`src/hdl/ucfg_map.svh`:
```
// Constants for the configuration loader and suspend control.
// Assumes inclusion by bare name from files under hdl/.
`ifndef UCFG_MAP_SVH
`define UCFG_MAP_SVH
`define UCFG_NV_WORDS 8
`define UCFG_ADDR_W 3
`define UCFG_ADDR_LAST 3'h7
`define UCFG_ADDR_OPT 3'h0
`define UCFG_ADDR_PWR 3'h1
`define UCFG_ADDR_VER_LO 3'h2
`define UCFG_ADDR_VER_HI 3'h3
`define UCFG_ADDR_VID_LO 3'h4
`define UCFG_ADDR_VID_HI 3'h5
`define UCFG_ADDR_PID_LO 3'h6
`define UCFG_ADDR_PID_HI 3'h7
`define UCFG_BIT_SERIAL 0
`define UCFG_BIT_PULLDN 1
`define UCFG_BIT_SELFPWR 2
`define UCFG_BIT_WAKE 3
`define UCFG_BIT_HICUR 4
`define UCFG_BIT_DRVLOAD 5
`define UCFG_BIT_EXTOSC 6
`define UCFG_OPT_DEFAULT 8'h29
`define UCFG_PWR_DEFAULT 8'h2d
`define UCFG_VER_DEFAULT 16'h0200
`define UCFG_WAKE_MS 20
`define UCFG_CLK_KHZ 25000
`endif

```
`src/hdl/ucfg_pkg.sv`:
```
// Types shared by the configuration loader modules.
// Assumes ucfg_map.svh is available on the include path.
package ucfg_pkg;
	typedef enum logic [1:0]
	{
		UCFG_IDLE = 2'b00,
		UCFG_READ = 2'b01,
		UCFG_DONE = 2'b10
	} ucfg_state_t;
	typedef struct packed
	{
		logic extOsc;
		logic drvLoad;
		logic hiCurrent;
		logic remoteWake;
		logic selfPowered;
		logic suspendPullDown;
		logic serialEn;
	} ucfg_opts_t;
endpackage : ucfg_pkg

```
`src/hdl/ucfg_nv_if.sv`:
```
// Interface between the loader and its non-volatile store.
// Assumes a single clock shared by both ends.
`timescale 1ns/1ns
`default_nettype none
`include "ucfg_map.svh"
interface ucfg_nv_if;
	logic rdEn;
	logic [`UCFG_ADDR_W-1:0] addr;
	logic [7:0] data;
	modport loader (output rdEn, output addr, input data);
	modport store (input rdEn, input addr, output data);
endinterface : ucfg_nv_if
`default_nettype wire

```
`src/hdl/ucfg_nv_store.sv`:
```
// Non-volatile configuration store holding factory defaults until written.
// Assumes writes come from the programming path on the same clock.
`timescale 1ns/1ns
`default_nettype none
`include "ucfg_map.svh"
module ucfg_nv_store
	import ucfg_pkg::*;
(
	input wire logic clk,
	input wire logic rst_b,
	input wire logic clkEn,
	input wire logic wrEn,
	input wire logic [`UCFG_ADDR_W-1:0] wrAddr,
	input wire logic [7:0] wrData,
	ucfg_nv_if.store nv
);
	logic [7:0] mem_q [`UCFG_NV_WORDS];
	function automatic logic [7:0] factoryWord(input logic [`UCFG_ADDR_W-1:0] a);
		logic [15:0] ver;
		ver = `UCFG_VER_DEFAULT;
		unique case (a)
			`UCFG_ADDR_OPT: factoryWord = `UCFG_OPT_DEFAULT;
			`UCFG_ADDR_PWR: factoryWord = `UCFG_PWR_DEFAULT;
			`UCFG_ADDR_VER_LO: factoryWord = ver[7:0];
			`UCFG_ADDR_VER_HI: factoryWord = ver[15:8];
			default: factoryWord = 8'h00;
		endcase
	endfunction : factoryWord
	generate
		for (genvar i = 0; i < `UCFG_NV_WORDS; i++)
		begin : gWord
			always_ff @(posedge clk or negedge rst_b)
			begin
				if (!rst_b)
					mem_q[i] <= factoryWord(`UCFG_ADDR_W'(i));
				else if (clkEn && wrEn && wrAddr == `UCFG_ADDR_W'(i))
					mem_q[i] <= wrData;
			end
		end
	endgenerate
	always_ff @(posedge clk or negedge rst_b)
	begin
		if (!rst_b)
			nv.data <= 8'h00;
		else if (clkEn && nv.rdEn)
			nv.data <= mem_q[nv.addr];
	end
endmodule : ucfg_nv_store
`default_nettype wire

```
`src/hdl/ucfg_loader.sv`:
```
// Configuration loader and suspend control of a USB-to-FIFO bridge.
// Assumes one clock; USB reset, suspend and the flag pin come from other domains.
// Summary of operation
// - After power-on or USB reset, reload descriptors and options from the store.
// - With wakeup enabled and link suspended, the receive flag pin becomes input.
// - Pulling that pin low in suspend signals wakeup; host resumes about 20 ms later.
// - Run on the internal oscillator unless the external option is stored.
// - Internal oscillator disabled with no external clock means no operation.
// - Factory defaults: serial on, pull-down off, 90mA, bus powered, wake on, drive-load on.
// - USB version field reads 0200, a full speed USB 2.0 device.
`timescale 1ns/1ns
`default_nettype none
`include "ucfg_map.svh"
module ucfg_loader
	import ucfg_pkg::*;
(
	input wire logic clk,
	input wire logic rst_b,
	input wire logic clkEn,
	input wire logic usbReset,
	input wire logic usbSuspend,
	input wire logic nvWrEn,
	input wire logic [`UCFG_ADDR_W-1:0] nvWrAddr,
	input wire logic [7:0] nvWrData,
	input wire logic rxDataAvailIn,
	input wire logic rxDataAvail,
	input wire logic [7:0] fifoDataOut,
	input wire logic [7:0] fifoDataOe,
	input wire logic txSpaceAvail,
	output logic rx_data_avail_n_o,
	output logic rx_data_avail_n_oe,
	output logic tx_space_avail_n_o,
	output logic [7:0] fifoData_o,
	output logic [7:0] fifoData_oe,
	output logic power_enable_n,
	output logic configValid,
	output logic enumAllowed,
	output logic remoteWakeReq,
	output logic useExtOsc,
	output logic hiCurrent,
	output logic selfPowered,
	output logic serialEn,
	output logic drvLoad,
	output logic [7:0] maxPower,
	output logic [15:0] usbVersion,
	output logic [15:0] vendorId,
	output logic [15:0] productId
);
	localparam int WakeCycles = `UCFG_WAKE_MS * `UCFG_CLK_KHZ;
	ucfg_nv_if nv ();
	ucfg_nv_store uStore
	(
		.clk(clk),
		.rst_b(rst_b),
		.clkEn(clkEn),
		.wrEn(nvWrEn),
		.wrAddr(nvWrAddr),
		.wrData(nvWrData),
		.nv(nv)
	);
	logic usbRst1_q, usbRst2_q, susp1_q, susp2_q, pin1_q, pin2_q;
	always_ff @(posedge clk or negedge rst_b)
	begin
		if (!rst_b)
		begin
			usbRst1_q <= 1'b0;
			usbRst2_q <= 1'b0;
			susp1_q <= 1'b0;
			susp2_q <= 1'b0;
			pin1_q <= 1'b1;
			pin2_q <= 1'b1;
		end
		else if (clkEn)
		begin
			usbRst1_q <= usbReset;
			usbRst2_q <= usbRst1_q;
			susp1_q <= usbSuspend;
			susp2_q <= susp1_q;
			pin1_q <= rxDataAvailIn;
			pin2_q <= pin1_q;
		end
	end
	ucfg_state_t state_q;
	logic [`UCFG_ADDR_W-1:0] addr_q;
	logic pending_q;
	logic lastRead;
	assign lastRead = (state_q == UCFG_READ) && (addr_q == `UCFG_ADDR_LAST);
	assign nv.rdEn = (state_q == UCFG_READ);
	assign nv.addr = addr_q;
	always_ff @(posedge clk or negedge rst_b)
	begin
		if (!rst_b)
		begin
			state_q <= UCFG_IDLE;
			addr_q <= '0;
			pending_q <= 1'b0;
		end
		else if (clkEn)
		begin
			unique case (state_q)
				UCFG_IDLE:
				begin
					state_q <= UCFG_READ;
					addr_q <= '0;
				end
				UCFG_READ:
				begin
					pending_q <= nv.rdEn;
					if (usbRst2_q)
					begin
						addr_q <= '0;
						pending_q <= 1'b0;
					end
					else if (lastRead)
						state_q <= UCFG_DONE;
					else
						addr_q <= addr_q + 1'b1;
				end
				UCFG_DONE:
				begin
					pending_q <= 1'b0;
					if (usbRst2_q)
						state_q <= UCFG_IDLE;
				end
				default: state_q <= UCFG_IDLE;
			endcase
		end
	end
	logic [`UCFG_ADDR_W-1:0] capAddr_q;
	always_ff @(posedge clk or negedge rst_b)
	begin
		if (!rst_b)
			capAddr_q <= '0;
		else if (clkEn)
			capAddr_q <= addr_q;
	end
	logic [7:0] opt_q, pwr_q, verLo_q, verHi_q, vidLo_q, vidHi_q, pidLo_q, pidHi_q;
	always_ff @(posedge clk or negedge rst_b)
	begin
		if (!rst_b)
		begin
			opt_q <= 8'h00;
			pwr_q <= 8'h00;
			verLo_q <= 8'h00;
			verHi_q <= 8'h00;
			vidLo_q <= 8'h00;
			vidHi_q <= 8'h00;
			pidLo_q <= 8'h00;
			pidHi_q <= 8'h00;
		end
		else if (clkEn && pending_q)
		begin
			unique case (capAddr_q)
				`UCFG_ADDR_OPT: opt_q <= nv.data;
				`UCFG_ADDR_PWR: pwr_q <= nv.data;
				`UCFG_ADDR_VER_LO: verLo_q <= nv.data;
				`UCFG_ADDR_VER_HI: verHi_q <= nv.data;
				`UCFG_ADDR_VID_LO: vidLo_q <= nv.data;
				`UCFG_ADDR_VID_HI: vidHi_q <= nv.data;
				`UCFG_ADDR_PID_LO: pidLo_q <= nv.data;
				`UCFG_ADDR_PID_HI: pidHi_q <= nv.data;
			endcase
		end
	end
	logic valid_q;
	always_ff @(posedge clk or negedge rst_b)
	begin
		if (!rst_b)
			valid_q <= 1'b0;
		else if (clkEn)
			valid_q <= (state_q == UCFG_DONE) && !usbRst2_q && !pending_q;
	end
	ucfg_opts_t opts;
	always_comb
	begin
		opts = '0;
		if (valid_q)
		begin
			opts.serialEn = opt_q[`UCFG_BIT_SERIAL];
			opts.suspendPullDown = opt_q[`UCFG_BIT_PULLDN];
			opts.selfPowered = opt_q[`UCFG_BIT_SELFPWR];
			opts.remoteWake = opt_q[`UCFG_BIT_WAKE];
			opts.hiCurrent = opt_q[`UCFG_BIT_HICUR];
			opts.drvLoad = opt_q[`UCFG_BIT_DRVLOAD];
			opts.extOsc = opt_q[`UCFG_BIT_EXTOSC];
		end
	end
	logic suspended, wakeMode, pullMode;
	assign suspended = valid_q && susp2_q;
	assign wakeMode = suspended && opts.remoteWake;
	assign pullMode = suspended && opts.suspendPullDown;
	logic [24:0] wakeCnt_q;
	always_ff @(posedge clk or negedge rst_b)
	begin
		if (!rst_b)
			wakeCnt_q <= '0;
		else if (clkEn)
		begin
			if (!wakeMode)
				wakeCnt_q <= '0;
			else if (wakeCnt_q != '0)
				wakeCnt_q <= wakeCnt_q - 1'b1;
			else if (!pin2_q)
				wakeCnt_q <= WakeCycles[24:0];
		end
	end
	always_ff @(posedge clk or negedge rst_b)
	begin
		if (!rst_b)
		begin
			rx_data_avail_n_o <= 1'b1;
			rx_data_avail_n_oe <= 1'b0;
			tx_space_avail_n_o <= 1'b1;
			fifoData_o <= 8'h00;
			fifoData_oe <= 8'h00;
			power_enable_n <= 1'b1;
			remoteWakeReq <= 1'b0;
		end
		else if (clkEn)
		begin
			power_enable_n <= !(valid_q && !susp2_q);
			remoteWakeReq <= wakeMode && !pin2_q && wakeCnt_q == '0;
			rx_data_avail_n_oe <= valid_q && !wakeMode;
			rx_data_avail_n_o <= pullMode ? 1'b0 : !rxDataAvail;
			tx_space_avail_n_o <= pullMode ? 1'b0 : !txSpaceAvail;
			fifoData_o <= pullMode ? 8'h00 : fifoDataOut;
			fifoData_oe <= pullMode ? 8'hff : (valid_q ? fifoDataOe : 8'h00);
		end
	end
	assign configValid = valid_q;
	assign enumAllowed = valid_q && !susp2_q;
	assign useExtOsc = opts.extOsc;
	assign hiCurrent = opts.hiCurrent;
	assign selfPowered = opts.selfPowered;
	assign serialEn = opts.serialEn;
	assign drvLoad = opts.drvLoad;
	assign maxPower = valid_q ? pwr_q : 8'h00;
	assign usbVersion = valid_q ? {verHi_q, verLo_q} : 16'h0000;
	assign vendorId = valid_q ? {vidHi_q, vidLo_q} : 16'h0000;
	assign productId = valid_q ? {pidHi_q, pidLo_q} : 16'h0000;
endmodule : ucfg_loader
`default_nettype wire

```
`config.mk`:
```
export PLATFORM = sky130hd
export DESIGN_NAME = ucfg_loader
export DESIGN_NICKNAME = d
export VERILOG_FILES = /design/src/hdl/ucfg_pkg.sv /design/src/hdl/ucfg_nv_if.sv /design/src/hdl/ucfg_nv_store.sv /design/src/hdl/ucfg_loader.sv
export VERILOG_INCLUDE_DIRS = /design/src /design/src/hdl
export SDC_FILE = /design/constraint.sdc
export NUM_CORES = 1
export LEC_CHECK = 0
export BUFFER_PORTS_ARGS = -buffer_cell sky130_fd_sc_hd__buf_2
export CAP_MARGIN = 20
export CORE_UTILIZATION = 60
export DETAILED_ROUTE_END_ITERATION = 16
export PLACE_DENSITY = 0.88
export SETUP_SLACK_MARGIN = 0.1
export SYNTH_ARGS = -nofsm -noshare
export SYNTH_HDL_FRONTEND = slang
export SYNTH_HIERARCHICAL = 1
export SYNTH_SLANG_ARGS = --single-unit
```
`constraint.sdc`:
```
create_clock -name clk -period 4 [get_ports clk]
set_clock_uncertainty 0.05 [all_clocks]
set_input_delay 0 -clock clk [delete_from_list [all_inputs] [get_ports clk]]
set_output_delay 0 -clock clk [all_outputs]
set_load 0.005 [all_outputs]
```
* After elaboration in Yosys (flattened, before gate mapping)
Cells that the tools add are included.
Storage, ports and cells: register bits 197, output and inout bits 84
Cells by class: add/subtract/negate cells 2, order comparisons 1, equal/unequal tests 22, multiplexer cells 25, bitwise gates (word level) 1, reduce and logical (&&, ||, !) cells 48
Operators with widths (count):
- 2-to-1 mux 25 bit | 3
- 2-to-1 mux 16 bit | 3
- 2-to-1 mux 8 bit | 6
- equality test 3 bit (second input constant) | 9
- logical NOT 25 bit | 1
- nonzero test 25 bit | 1
- subtractor 25 x 1 -> 25 bit (second input constant) | 1
- binary-select mux 8 bit (select 3 bit) | 1
- logical AND 1 bit | 21
- AND reduction 2 bit | 10
- equality test 3 x 2 -> 1 bit (second input constant) | 4
- logical NOT 1 bit | 8
- 2-to-1 mux 7 bit | 1
- equality test 3 x 1 -> 1 bit (second input constant) | 2
- logical NOT 3 bit | 2
- 2-to-1 mux 2 bit | 3
- 2-to-1 mux 3 bit | 2
- != test 2 bit (second input constant) | 3
- one-hot mux 2 bit (3 select lines) | 1
- one-hot mux 3 bit (2 select lines) | 1
- greater-or-equal comparator 4 bit (second input constant) | 1
- NOT 3 -> 4 bit | 1
- AND reduction 4 bit | 1
- nonzero test 2 bit | 2
- other kinds (9) | 11

* Longest topological paths before layout
Gate-level depths: netlist of the first run.
depth in word-level cells 5, depth in mapped cells 10, depth with buffers taken out 7

* Hierarchy
The synthesis of the first run kept the hierarchy.
By module, submodules not included:
- ucfg_loader | times used 1, cells each 509, area each 5878.1 sq um
- ucfg_nv_store | times used 1, cells each 227, area each 3309.4 sq um

* Least setup slack after synthesis of the first run
OpenSTA, ideal clock, no wires.
kind reg2reg, start register wakeCnt_q[3], end register wakeCnt_q[17], library setup time 0.120 ns, arrival time 2.404 ns, data required time 3.830 ns, path slack 1.426 ns, cell stages (with the launch flop) 8, path buffers 2, period minus slack after synthesis 2.574 ns, cell sequence dfrtp_1 > or4_4 > or4_4 > buf_6 > o41ai_4 > buf_6 > a21oi_1 > o22a_2
Between the ends: word-level cells in the longest chain between the ends 3, elaborated cells between the ends (all ways) 6, those cells by class add/sub (1); eq/ne (1); mux (2); reduce/logical (2)
Ends and longest elaborated chain:
- from (decl) | line ucfg_loader.sv:192 | logic [24:0] wakeCnt_q;
- from (signal assigned) | line ucfg_loader.sv:202 | wakeCnt_q <= wakeCnt_q - 1'b1;
- from (signal assigned) | line ucfg_loader.sv:204 | wakeCnt_q <= WakeCycles[24:0];
- subtractor 25 x 1 -> 25 bit or nonzero test 25 bit (tied branches) | line ucfg_loader.sv:202, ucfg_loader.sv:201
- 2-to-1 mux 25 bit or != test 3 x 2 -> 1 bit (tied branches)
- 2-to-1 mux 25 bit or AND reduction 2 bit (tied branches)
Parallel ways exist; a longest one is shown, timed or not. A chain may end at the register's enable or synchronous reset.

* Final worst setup path of the first run
start register wakeCnt_q[13], end register wakeCnt_q[20]
The elaborated chain is that of the path after synthesis.

==> flow_summary_export.csv, run 1 <==
group,metric,value,unit
route,drtIter0Drc,389,
clock_network,clockBufferDepth,2,
synthesis,synth_compound_area_share,9.751,%
setup_path,path_cells,"nor4_1, nand4_1, o311ai_0, or4_1, a21oi_1",
layout,area_delta_synth_final,17.76,%
timing,max_slew_margin,24.33,%
clock_network,cts_root_buf,"clkbuf_16",
route,vias_per_cell,5.989,
synthesis,synth_cell_types,56,
global_route,grt_use_total,26.72,%
run,maxCapViolations,0,
die,ios,120,
clock_network,cts_buffers,17,
timing,rsz0062_at_grt,"no",
global_route,grt_max_degree,106,
global_route,grt-ovfl-total,0,
pwr,clkPwrFrac,30.2,%
die,fp.dieW,125.7,µm
synthesis,ys_seq_area_share,53.83,%
synthesis,synth_top_cell_by_area,"dfrtp_1",
die,rows,44,
pwr,p_switching,0.001707,W
pwr,ir_worst_vdd,0.0004402,V
synthesis,synth_top_family_by_area,"multiplexers",
clock_network,ctsResizeCount,0,
route,vias,6426,
setup_path,cp_max_fo,8,
synthesis,synthMuxAreaShare,21.03,%
clock_network,cts_tree,"built",
setup_path,path_class,"reg2reg",
synthesis,synth_ff_type,"dfrtp_1",
outcome,outcome,"finished clean",
timing,slew_viol_final,0,
placement,port_buffers,119,
die,die_area,0.01581,mm²
layout,drive_gt1_share,38.58,%
route,drtAntennaViolNets,0,
setup_path,required,4.25,ns
setup_path,cp_data_arrival_time,3.48,ns
synthesis,synthXorXnorAreaFrac,0,%
timing,max_freq,0.3097,GHz
placement,gp_congestion,0.8386,
min_path,hold_path_class,"in2reg",
timing,setup_viol,0,
timing,fin_crit_sh,80.73,%
global_route,antenna_found_initial,0,
setup_path,start_kind,"flop",
global_route,grt_pass1_wl,33.11,mm
pwr,power.density,534.0,mW/mm²
die,start_util,62.27,%
pwr,p_int,0.004070,W
timing,worst_slew_pin_slew,1.121,ns
layout,final_nets,919,
clock_network,postCtsHoldBufs,31,
route,drt-wirelength-per-cell,18.74,µm
synthesis,syn-cell-area,0.009188,mm²
die,core-area,0.01475,mm²
layout,nFillCells,967,
global_route,first_global_vias,6455,
synthesis,yosys.area_share.simple,11.66,%
clock_network,clock_latency,0.44,ns
timing,hold_viol_final,0,
synthesis,syn-instance-count,736,
clock_network,clk_pin_slew,0.07,ns
clock_network,clock-sinks,197,
setup_path,endpoint_kind,"flop",
layout,multi_input_area,0.003986,mm²
synthesis,synth_area_leaders,"dfrtp_1 (50%), mux2_2 (17%), and2_1 (4.3%), dfstp_2 (3.7%), mux2_4 (2.6%)",
pwr,p_leak,5.253,nW
synthesis,synth_nets,779,
synthesis,synth_edf_count,0,
layout,fin_util,73.33,%
layout,final_common_cell,"dfrtp_1",
timing,tns,0,ns
pwr,p_seq_share,48.0,%
synthesis,yosysWarningCount,6,
route,routed_wl,20.11,mm
synthesis,synth_fa_ha_area_share,0.9533,%
die,die_h,125.7,µm
pwr,switching_share,29.55,%
layout,antenna_cells,0,
layout,layout_common_cells,"dfrtp_1 (184), mux2_2 (136), buf_2 (119), and2_1 (63), dlygate4sd3_1 (31)",
pwr,comb_power_share,21.8,%
synthesis,async_reset_ff_share,100.0,%
setup_path,crit_slowest_cell,"o311ai_0",
route,drtPass1Iterations,6,
setup_path,max_stage_delay,1.04,ns
clock_network,cts_setup_buffers,0,
synthesis,avgSynthCellArea,12.48,µm²
route,drc,0,
placement,dp_hpwl,12.66,mm
synthesis,synth_top_area_share,50.12,%
synthesis,synth-seq-cells,197,
clock_network,ctsHtreeMaxLevel,4,
timing,min_period,3.229,ns
layout,seqCellArea,0.004946,mm²
logic make-up after synthesis:
| group | Yosys count |
|---|---|
| DFF | 197 |
| and+or+nand+nor | 180 |
| muxes | 168 |
| AOI/OAI and AO/OA | 129 |
| buffers and inverters | 55 |
| adders and majority gates | 7 |
layer usage:
metal	global-route usage [%]	share of wire [%]	up-vias
met5	0	0	-
met3	5.523	5.3	26
li1	-	-	2958
met1	34.87	44	3238
met4	8.788	1.4	0
met2	44.93	50	204
Yosys cell counts, types with 7 or more instances:
| master | n |
|---|---|
| o21ai_0 | 25 |
| a21oi_1 | 21 |
| or3_1 | 11 |
| mux2_4 | 16 |
| nor2_1 | 13 |
| inv_1 | 18 |
| o31ai_1 | 23 |
| dfrtp_1 | 184 |
| mux2i_1 | 16 |
| mux2_2 | 136 |
| nand3_1 | 7 |
| or4_1 | 11 |
| clkbuf_1 | 23 |
| nor3_1 | 9 |
| a22o_1 | 19 |
| and2_1 | 63 |
| o22ai_1 | 8 |
| nand2_1 | 30 |
| ha_1 | 7 |
| o211ai_1 | 8 |
| dfstp_2 | 13 |
per-stage QoR:
step	cells	power [W]	cell area, µm²	setup WS [ns]	hold WS [ns]
final	1073	0.005777	10820	0.7709	0.1228
after global routing	1073	0.006040	10820	0.6369	0.1407
after CTS	1070	0.005781	10800	0.8683	0.1181
after detailed placement	1007	0.004003	9884	0.8907	0.1012
after global placement	1007	0.003919	9884	1.152	0.09285
after floorplan	736	0.003624	9188	1.426	-0.3456
final timing paths:
| path | depth (start not counted) | endpoint | start | slack, ns |
|---|---|---|---|---|
| setup / recovery | 5 | wakeCnt_q[20]$_DFFE_PN0P_ | wakeCnt_q[13]$_DFFE_PN0P_ | 0.77 |
| hold / removal | 4 | uStore/mem_q[3]$_DFFE_PN0P_ | nvWrEn | 0.12 |
| setup reg to reg | 5 | wakeCnt_q[20]$_DFFE_PN0P_ | wakeCnt_q[13]$_DFFE_PN0P_ | 0.77 |
| hold reg to reg | 2 | wakeCnt_q[8]$_DFFE_PN0P_ | wakeCnt_q[8]$_DFFE_PN0P_ | 0.43 |
| max in group asynchronous | 3 | uStore/mem_q[61]$_DFFE_PN1P_ | rst_b | 2.73 |
| min in group asynchronous | 2 | fifoData_o[7]$_DFFE_PN0P_ | rst_b | 0.17 |
sequential cells by signal (all words and copies together) (netlist names), 8 cells and up:
name	cells
uStore/mem_q	64
wakeCnt_q	25
fifoData_o	8
fifoData_oe	8
pidHi_q	8
pidLo_q	8
pwr_q	8
uStore/nv.data	8
verHi_q	8
verLo_q	8
vidHi_q	8
vidLo_q	8
power by group through the flow:
stage | Combinational (W) | Clock [W] | Sequential (W)
floorplan | 0.000992 | 0 | 0.00263
global placement | 0.00116 | 0 | 0.00276
detailed placement | 0.00121 | 0 | 0.00280
CTS | 0.00125 | 0.00176 | 0.00277
global route | 0.00136 | 0.00185 | 0.00283
finish | 0.00126 | 0.00174 | 0.00278
critical path, delay by kind of cell (launching register included):
family / cells / cell delay [ns]
compound gates: 2 / 1.11
flops: 1 / 0.45
simple gates: 3 / 1.48
layout make-up:
cell class | count | area share [%]
repair buffers | 158 | 9.101
flip-flops and latches | 197 | 45.72
multi-input cells | 484 | 36.85
well taps | 184 | 2.128
inverters | 18 | 0.6245
clock buffers | 17 | 3.932
clock inverters | 15 | 1.654
Note: power is estimated with default switching activity, not from simulation.
==> run 2: changes to the inputs <==
- CORE_UTILIZATION: 60 -> 58
- PLACE_DENSITY: 0.88 -> 0.86
- clock period: 4 -> 3.09 ns (I/O delays scaled with it)
==> run 2 against run 1 <==
Against the previous run:
- setup slack worse by 0.45 ns
- clock power up 28%
- cell count up 2.9%
- highest routed layer unchanged
- largest power group unchanged
- die area up 3.4%
- via count down 0.17%
- power up 29%
==> flow_summary_export.csv, run 2 (synthesis gave the netlist of run 1 again) <==
group,metric,value,unit
outcome,outcome,"finished clean",
global_route,antenna_found_initial,0,
global_route,grt_use_total,25.76,%
setup_path,worstRegToRegCells,6,
clock_network,cts_buffers,17,
layout,antenna_cells,0,
timing,tns,0,ns
timing,hold_viol_final,0,
route,drt-wirelength-per-cell,18.12,µm
layout,largestRegisters,"uStore/mem_q: 64 flops, wakeCnt_q: 25 flops",
layout,layout_common_cells,"dfrtp_1 (184), mux2_2 (136), buf_2 (118), and2_1 (63), dlygate4sd3_1 (31)",
route,vias,6415,
clock_network,cts_root_buf,"clkbuf_16",
setup_path,cp_max_fo,10,
setup_path,start_kind,"flop",
route,vias_per_cell,5.811,
route,drtIter0Drc,487,
clock_network,clock_latency,0.43,ns
clock_network,cts_setup_buffers,0,
timing,min_period,2.765,ns
timing,max_freq,0.3617,GHz
route,routed_wl,20.00,mm
pwr,clkPwrFrac,29.8,%
layout,area_delta_synth_final,18.36,%
clock_network,ctsHtreeMaxLevel,4,
clock_network,clockBufferDepth,2,
layout,largest_register_ffs,64,
die,fp.dieW,127.9,µm
placement,place_worst_setup_slack,0.3356,ns
setup_path,regToRegEndpoint,"wakeCnt_q[11]$_DFFE_PN0P_",
setup_path,cp-startpoint,"wakeCnt_q[5]$_DFFE_PN0P_",
pwr,power.density,683.6,mW/mm²
setup_path,r2r_start,"wakeCnt_q[5]$_DFFE_PN0P_",
min_path,holdCritStartpoint,"nvWrAddr[1]",
timing,rsz0062_at_grt,"no",
pwr,p_seq_share,48.3,%
layout,final_nets,923,
die,die_area,0.01635,mm²
pwr,switching_share,29.78,%
setup_path,ff2ff_setup_slack,0.33,ns
pwr,p_switching,0.002213,W
pwr,p_leak,5.248,nW
setup_path,critPathCapture,"wakeCnt_q[11]$_DFFE_PN0P_",
global_route,first_global_vias,6391,
timing,fin_crit_sh,89.48,%
die,core-area,0.01531,mm²
timing,setup_viol,0,
route,drc,0,
global_route,grt_pass1_wl,32.44,mm
run,maxCapViolations,0,
timing,fin_ws,0.3250,ns
pwr,comb_power_share,21.9,%
layout,drive_gt1_share,38.75,%
die,die_h,127.9,µm
timing,whs,0.1035,ns
layout,final_common_cell,"dfrtp_1",
setup_path,endpoint_kind,"flop",
timing,worst_slew_pin_slew,1.043,ns
setup_path,required,3.33,ns
die,ios,120,
placement,dp_hpwl,12.60,mm
placement,port_buffers,119,
timing,max_slew_margin,30.30,%
setup_path,cp_data_arrival_time,3.01,ns
clock_network,clk_pin_slew,0.07,ns
die,start_util,59.99,%
clock_network,cts_tree,"built",
placement,gp_congestion,0.8221,
clock_network,clock-sinks,197,
layout,largest_register,"uStore/mem_q",
setup_path,path_class,"reg2reg",
global_route,grt_max_degree,105,
timing,slew_viol_final,0,
die,rows,45,
route,drtAntennaViolNets,0,
route,drtPass1Iterations,5,
global_route,grt-ovfl-total,0,
pwr,ir_worst_vdd,0.0004919,V
min_path,hold_path_class,"in2reg",
pwr,p_int,0.005220,W
==> run 2: repair_timing <==
| item | 4_1_cts | 5_1_grt |
|---|---|---|
| endpoints found under the hold margin | 184 | 0 |
| gates resized for setup | 0 | 0 |
| setup endpoints to repair | 0 | 0 |
| hold buffers | 31 | 0 |
==> run 2: how the worst min path moves through the flow <==
stage	to	slack, ns	cells after the start
after global routing	uStore/mem_q[17]$_DFFE_PN0P_	0.14	4
after CTS	uStore/mem_q[36]$_DFFE_PN0P_	0.09	4
after floorplan	addr_q[0]$_DFFE_PN0P_	-0.35	0
final	uStore/mem_q[37]$_DFFE_PN0P_	0.10	4
after detailed placement	tx_space_avail_n_o$_DFFE_PN1P_	0.09	2
after global placement	rx_data_avail_n_o$_DFFE_PN1P_	0.09	2
==> run 2: routing by layer <==
| layer | share of wire (%) | wire (µm) | global-route usage (%) |
|---|---|---|---|
| met2 | 50 | 10010 | 43.22 |
| met1 | 45 | 8964 | 34.40 |
| met4 | 1.1 | 229 | 7.682 |
| met3 | 4.0 | 802 | 4.633 |
| met5 | 0 | 0 | 0 |
==> run 2: critical path, cell delays in order (launching register included) <==
cell and delay (ns):
dfrtp_1 0.41, or4_4 0.58, or4_4 0.59, o41ai_4 0.56
buf_4 0.26, or4_1 0.12, a21oi_1 0.06
==> run 2: final cells by class <==
class	count	area (µm²)
Multi-Input combinational cell	484	3986
Clock inverter	13	150.1
Timing Repair Buffer	162	1017
Fill cell	1050	4441
Tap cell	211	264.0
Clock buffer	19	442.9
Inverter	18	67.56
Sequential cell	197	4946
==> run 2: stage by stage <==
step	utilization (%)	area, µm²	cells	power, W
4_1_cts	71.00	10870	1104	0.007447
5_1_grt	71.00	10870	1104	0.007777
2_1_floorplan	-	9188	736	0.004692
3_5_place_dp	65.11	9971	1041	0.005188
3_3_place_gp	65.11	9971	1041	0.005083
6_report	71.00	10870	1104	0.007433
==> run 2: power groups by stage <==
stage                     sequential [W]  combinational (W)  clock [W]
after floorplan                  0.00341            0.00128          0
after global placement           0.00358            0.00150          0
after detailed placement         0.00362            0.00157          0
after CTS                        0.00358            0.00163    0.00224
after global routing             0.00365            0.00177    0.00236
final                            0.00359            0.00163    0.00222
==> run 3: changes to the inputs <==
- CORE_UTILIZATION: 58 -> 52
- PLACE_DENSITY: 0.86 -> 0.82
- clock period: 3.09 -> 2.3 ns (I/O delays scaled with it)
==> run 3 against run 2 <==
Against the previous run:
- the flow now finishes with violations (setup timing)
- fmax grew 17%
- highest routed layer unchanged
- largest cell class unchanged
- via count increased by 1.0%
- routed wire length grew 3.6%
- final area increased by 3.9%
==> flow_summary_export.csv, run 3 (synthesis gave the netlist of run 1 again) <==
group,metric,value,unit
pwr,switching_share,29.81,%
route,maxUsedRoutingLayer,"met4",
placement,place_inst,1083,
die,start_util,53.12,%
setup_path,path_cells,"or4_4, or4_4, o41ai_4, buf_4, buf_12, a21oi_2, o22a_2",
clock_network,cts_root_buf,"clkbuf_16",
setup_path,cp_max_fo,17,
timing,setup_viol,8,
placement,dpl_cell_area,0.01023,mm²
timing,tns,-0.3205,ns
pwr,comb_power_share,23.7,%
setup_path,cp_top_family,"simple AND/OR/NAND/NOR gates",
run,maxCapViolations,0,
clock_network,ctsHtreeMaxLevel,4,
setup_path,required,2.57,ns
placement,port_buffers,119,
global_route,grt-ovfl-total,0,
die,rows,48,
timing,fin_ws,-0.05859,ns
setup_path,path_class,"reg2reg",
route,routed_wl,20.73,mm
timing,worst_slew_pin_slew,0.8237,ns
global_route,antenna_found_initial,0,
layout,area_delta_synth_final,22.96,%
placement,gp_congestion,0.8596,
route,vias,6481,
timing,hold_viol_final,0,
outcome,outcome,"complete, but fails checks",
global_route,grt_max_degree,82,
setup_path,cp-startpoint,"wakeCnt_q[3]$_DFFE_PN0P_",
clock_network,cts_buffers,17,
pwr,power.density,889.6,mW/mm²
placement,dp_hpwl,13.41,mm
setup_path,start_kind,"flop",
clock_network,clock-sinks,197,
layout,final_cell_area,0.01130,mm²
route,drc,0,
setup_path,cp_data_arrival_time,2.63,ns
clock_network,clockBufferDepth,2,
route,drt-wirelength-per-cell,17.98,µm
pwr,p_seq_share,47.9,%
setup_path,crit_top_cell,"or4_4",
layout,largest_register,"uStore/mem_q",
setup_path,r2r_start,"wakeCnt_q[3]$_DFFE_PN0P_",
clock_network,clock_latency,0.43,ns
die,fp.dieW,134.9,µm
route,drtPass1Iterations,4,
layout,largestRegisters,"uStore/mem_q: 64 flops, wakeCnt_q: 25 flops",
pwr,ir_worst_vdd,0.0006048,V
layout,final_common_cell,"dfrtp_1",
min_path,holdCritStartpoint,"nvWrAddr[1]",
clock_network,cts_tree,"built",
pwr,p_leak,5.451,nW
layout,largest_register_ffs,64,
setup_path,crit_slowest_cell,"or4_4",
layout,final_nets,958,
route,drtIter0Drc,440,
route,route.met3.wl,671,µm
die,ios,120,
global_route,first_global_vias,6568,
timing,max_slew_margin,45.09,%
layout,antenna_cells,0,
global_route,grt_use_total,23.49,%
layout,layout.cells.non_filler,1153,
pwr,p_switching,0.002996,W
route,wl_met1,9.362,mm
layout,drive_gt1_share,43.64,%
timing,fin_crit_sh,102.5,%
timing,min_period,2.359,ns
setup_path,max_stage_delay,0.58,ns
route,drtAntennaViolNets,0,
route,vias_per_cell,5.621,
layout,layout_common_cells,"dfrtp_1 (183), mux2_2 (136), buf_2 (118), and2_1 (63), buf_4 (41)",
clock_network,clk_pin_slew,0.07,ns
die,core-area,0.01730,mm²
timing,slew_viol_final,0,
route,met2WireLength,10.42,mm
min_path,hold_path_class,"in2reg",
die,die_h,134.9,µm
global_route,grt_pass1_wl,33.23,mm
pwr,clkPwrFrac,28.4,%
die,die_area,0.01820,mm²
timing,max_freq,0.4240,GHz
timing,rsz0062_at_grt,"yes",
pwr,p_int,0.007054,W
layout,fin_util,65.31,%
setup_path,cp_num_buf_inv,2,
setup_path,endpoint_kind,"flop",
outcome,violations,"setup timing",
==> run 3: cell types whose count changed in the layout (fill, tap and decap cells not counted), moves of 5 or more <==
cell / change
or4_1: -5
a21oi_1: -7
a21oi_2: +7
buf_4: +30
or4_4: +5
==> run 3: cell type report <==
class	instances	area, µm²
tap	225	281.5
inverter	18	67.56
fill	1278	6000
sequential	197	4947
clock inverter	9	93.84
timing repair buffer	197	1316
clock buffer	23	467.9
multi-input combinational	484	4123
==> run 3: worst paths after layout <==
| path | endpoint | slack (ns) | depth (start not counted) |
|---|---|---|---|
| hold / removal | uStore/mem_q[36]$_DFFE_PN0P_ | 0.11 | 4 |
| setup reg to reg | wakeCnt_q[17]$_DFFE_PN0P_ | -0.06 | 7 |
| setup / recovery | wakeCnt_q[17]$_DFFE_PN0P_ | -0.06 | 7 |
| min in group asynchronous | uStore/mem_q[32]$_DFFE_PN0P_ | 0.13 | 2 |
| hold reg to reg | tx_space_avail_n_o$_DFFE_PN1P_ | 0.43 | 1 |
| max in group asynchronous | pidHi_q[2]$_DFFE_PN0P_ | 1.28 | 3 |
==> run 3: per-stage QoR <==
step | hold WS (ns) | power, W | worst slack (ns)
3_5_place_dp | 0.03943 | 0.007071 | -0.04471
3_3_place_gp | 0.04197 | 0.006935 | -0.007159
6_report | 0.1133 | 0.01005 | -0.05859
2_1_floorplan | -0.3456 | 0.006308 | -0.1017
5_1_grt | 0.1399 | 0.01052 | -0.1138
4_1_cts | 0.1010 | 0.009982 | -0.02203
==> run 3: timing repair <==
| item | CTS | global route |
|---|---|---|
| setup endpoints to repair | 20 | 25 |
| pin swaps | 6 | 5 |
| buffers inserted | 3 | 4 |
| hold buffers | 31 | 0 |
| endpoints found under the hold margin | 163 | 0 |
| gates resized for setup | 9 | 23 |
==> run 3: metal layers <==
| metal | vias up | global-route usage (%) |
|---|---|---|
| met5 | - | 0 |
| met4 | 0 | 8.177 |
| met3 | 27 | 3.979 |
| met2 | 155 | 39.18 |
| met1 | 3273 | 31.05 |
| li1 | 3026 | - |
==> run 3: worst register-to-register path: stages, from the launching register on <==
cell,delay (ns)
dfrtp_1,0.37
or4_4,0.58
or4_4,0.47
o41ai_4,0.26
buf_4,0.18
buf_12,0.14
a21oi_2,0.04
o22a_2,0.17
==> run 3: power by group through the flow <==
stage	Clock, W	Sequential [W]	Combinational, W
3_5_place_dp	0	0.00486	0.00221
6_report	0.00285	0.00482	0.00238
3_3_place_gp	0	0.00481	0.00213
4_1_cts	0.00289	0.00480	0.00228
5_1_grt	0.00302	0.00492	0.00258
2_1_floorplan	0	0.00458	0.00173
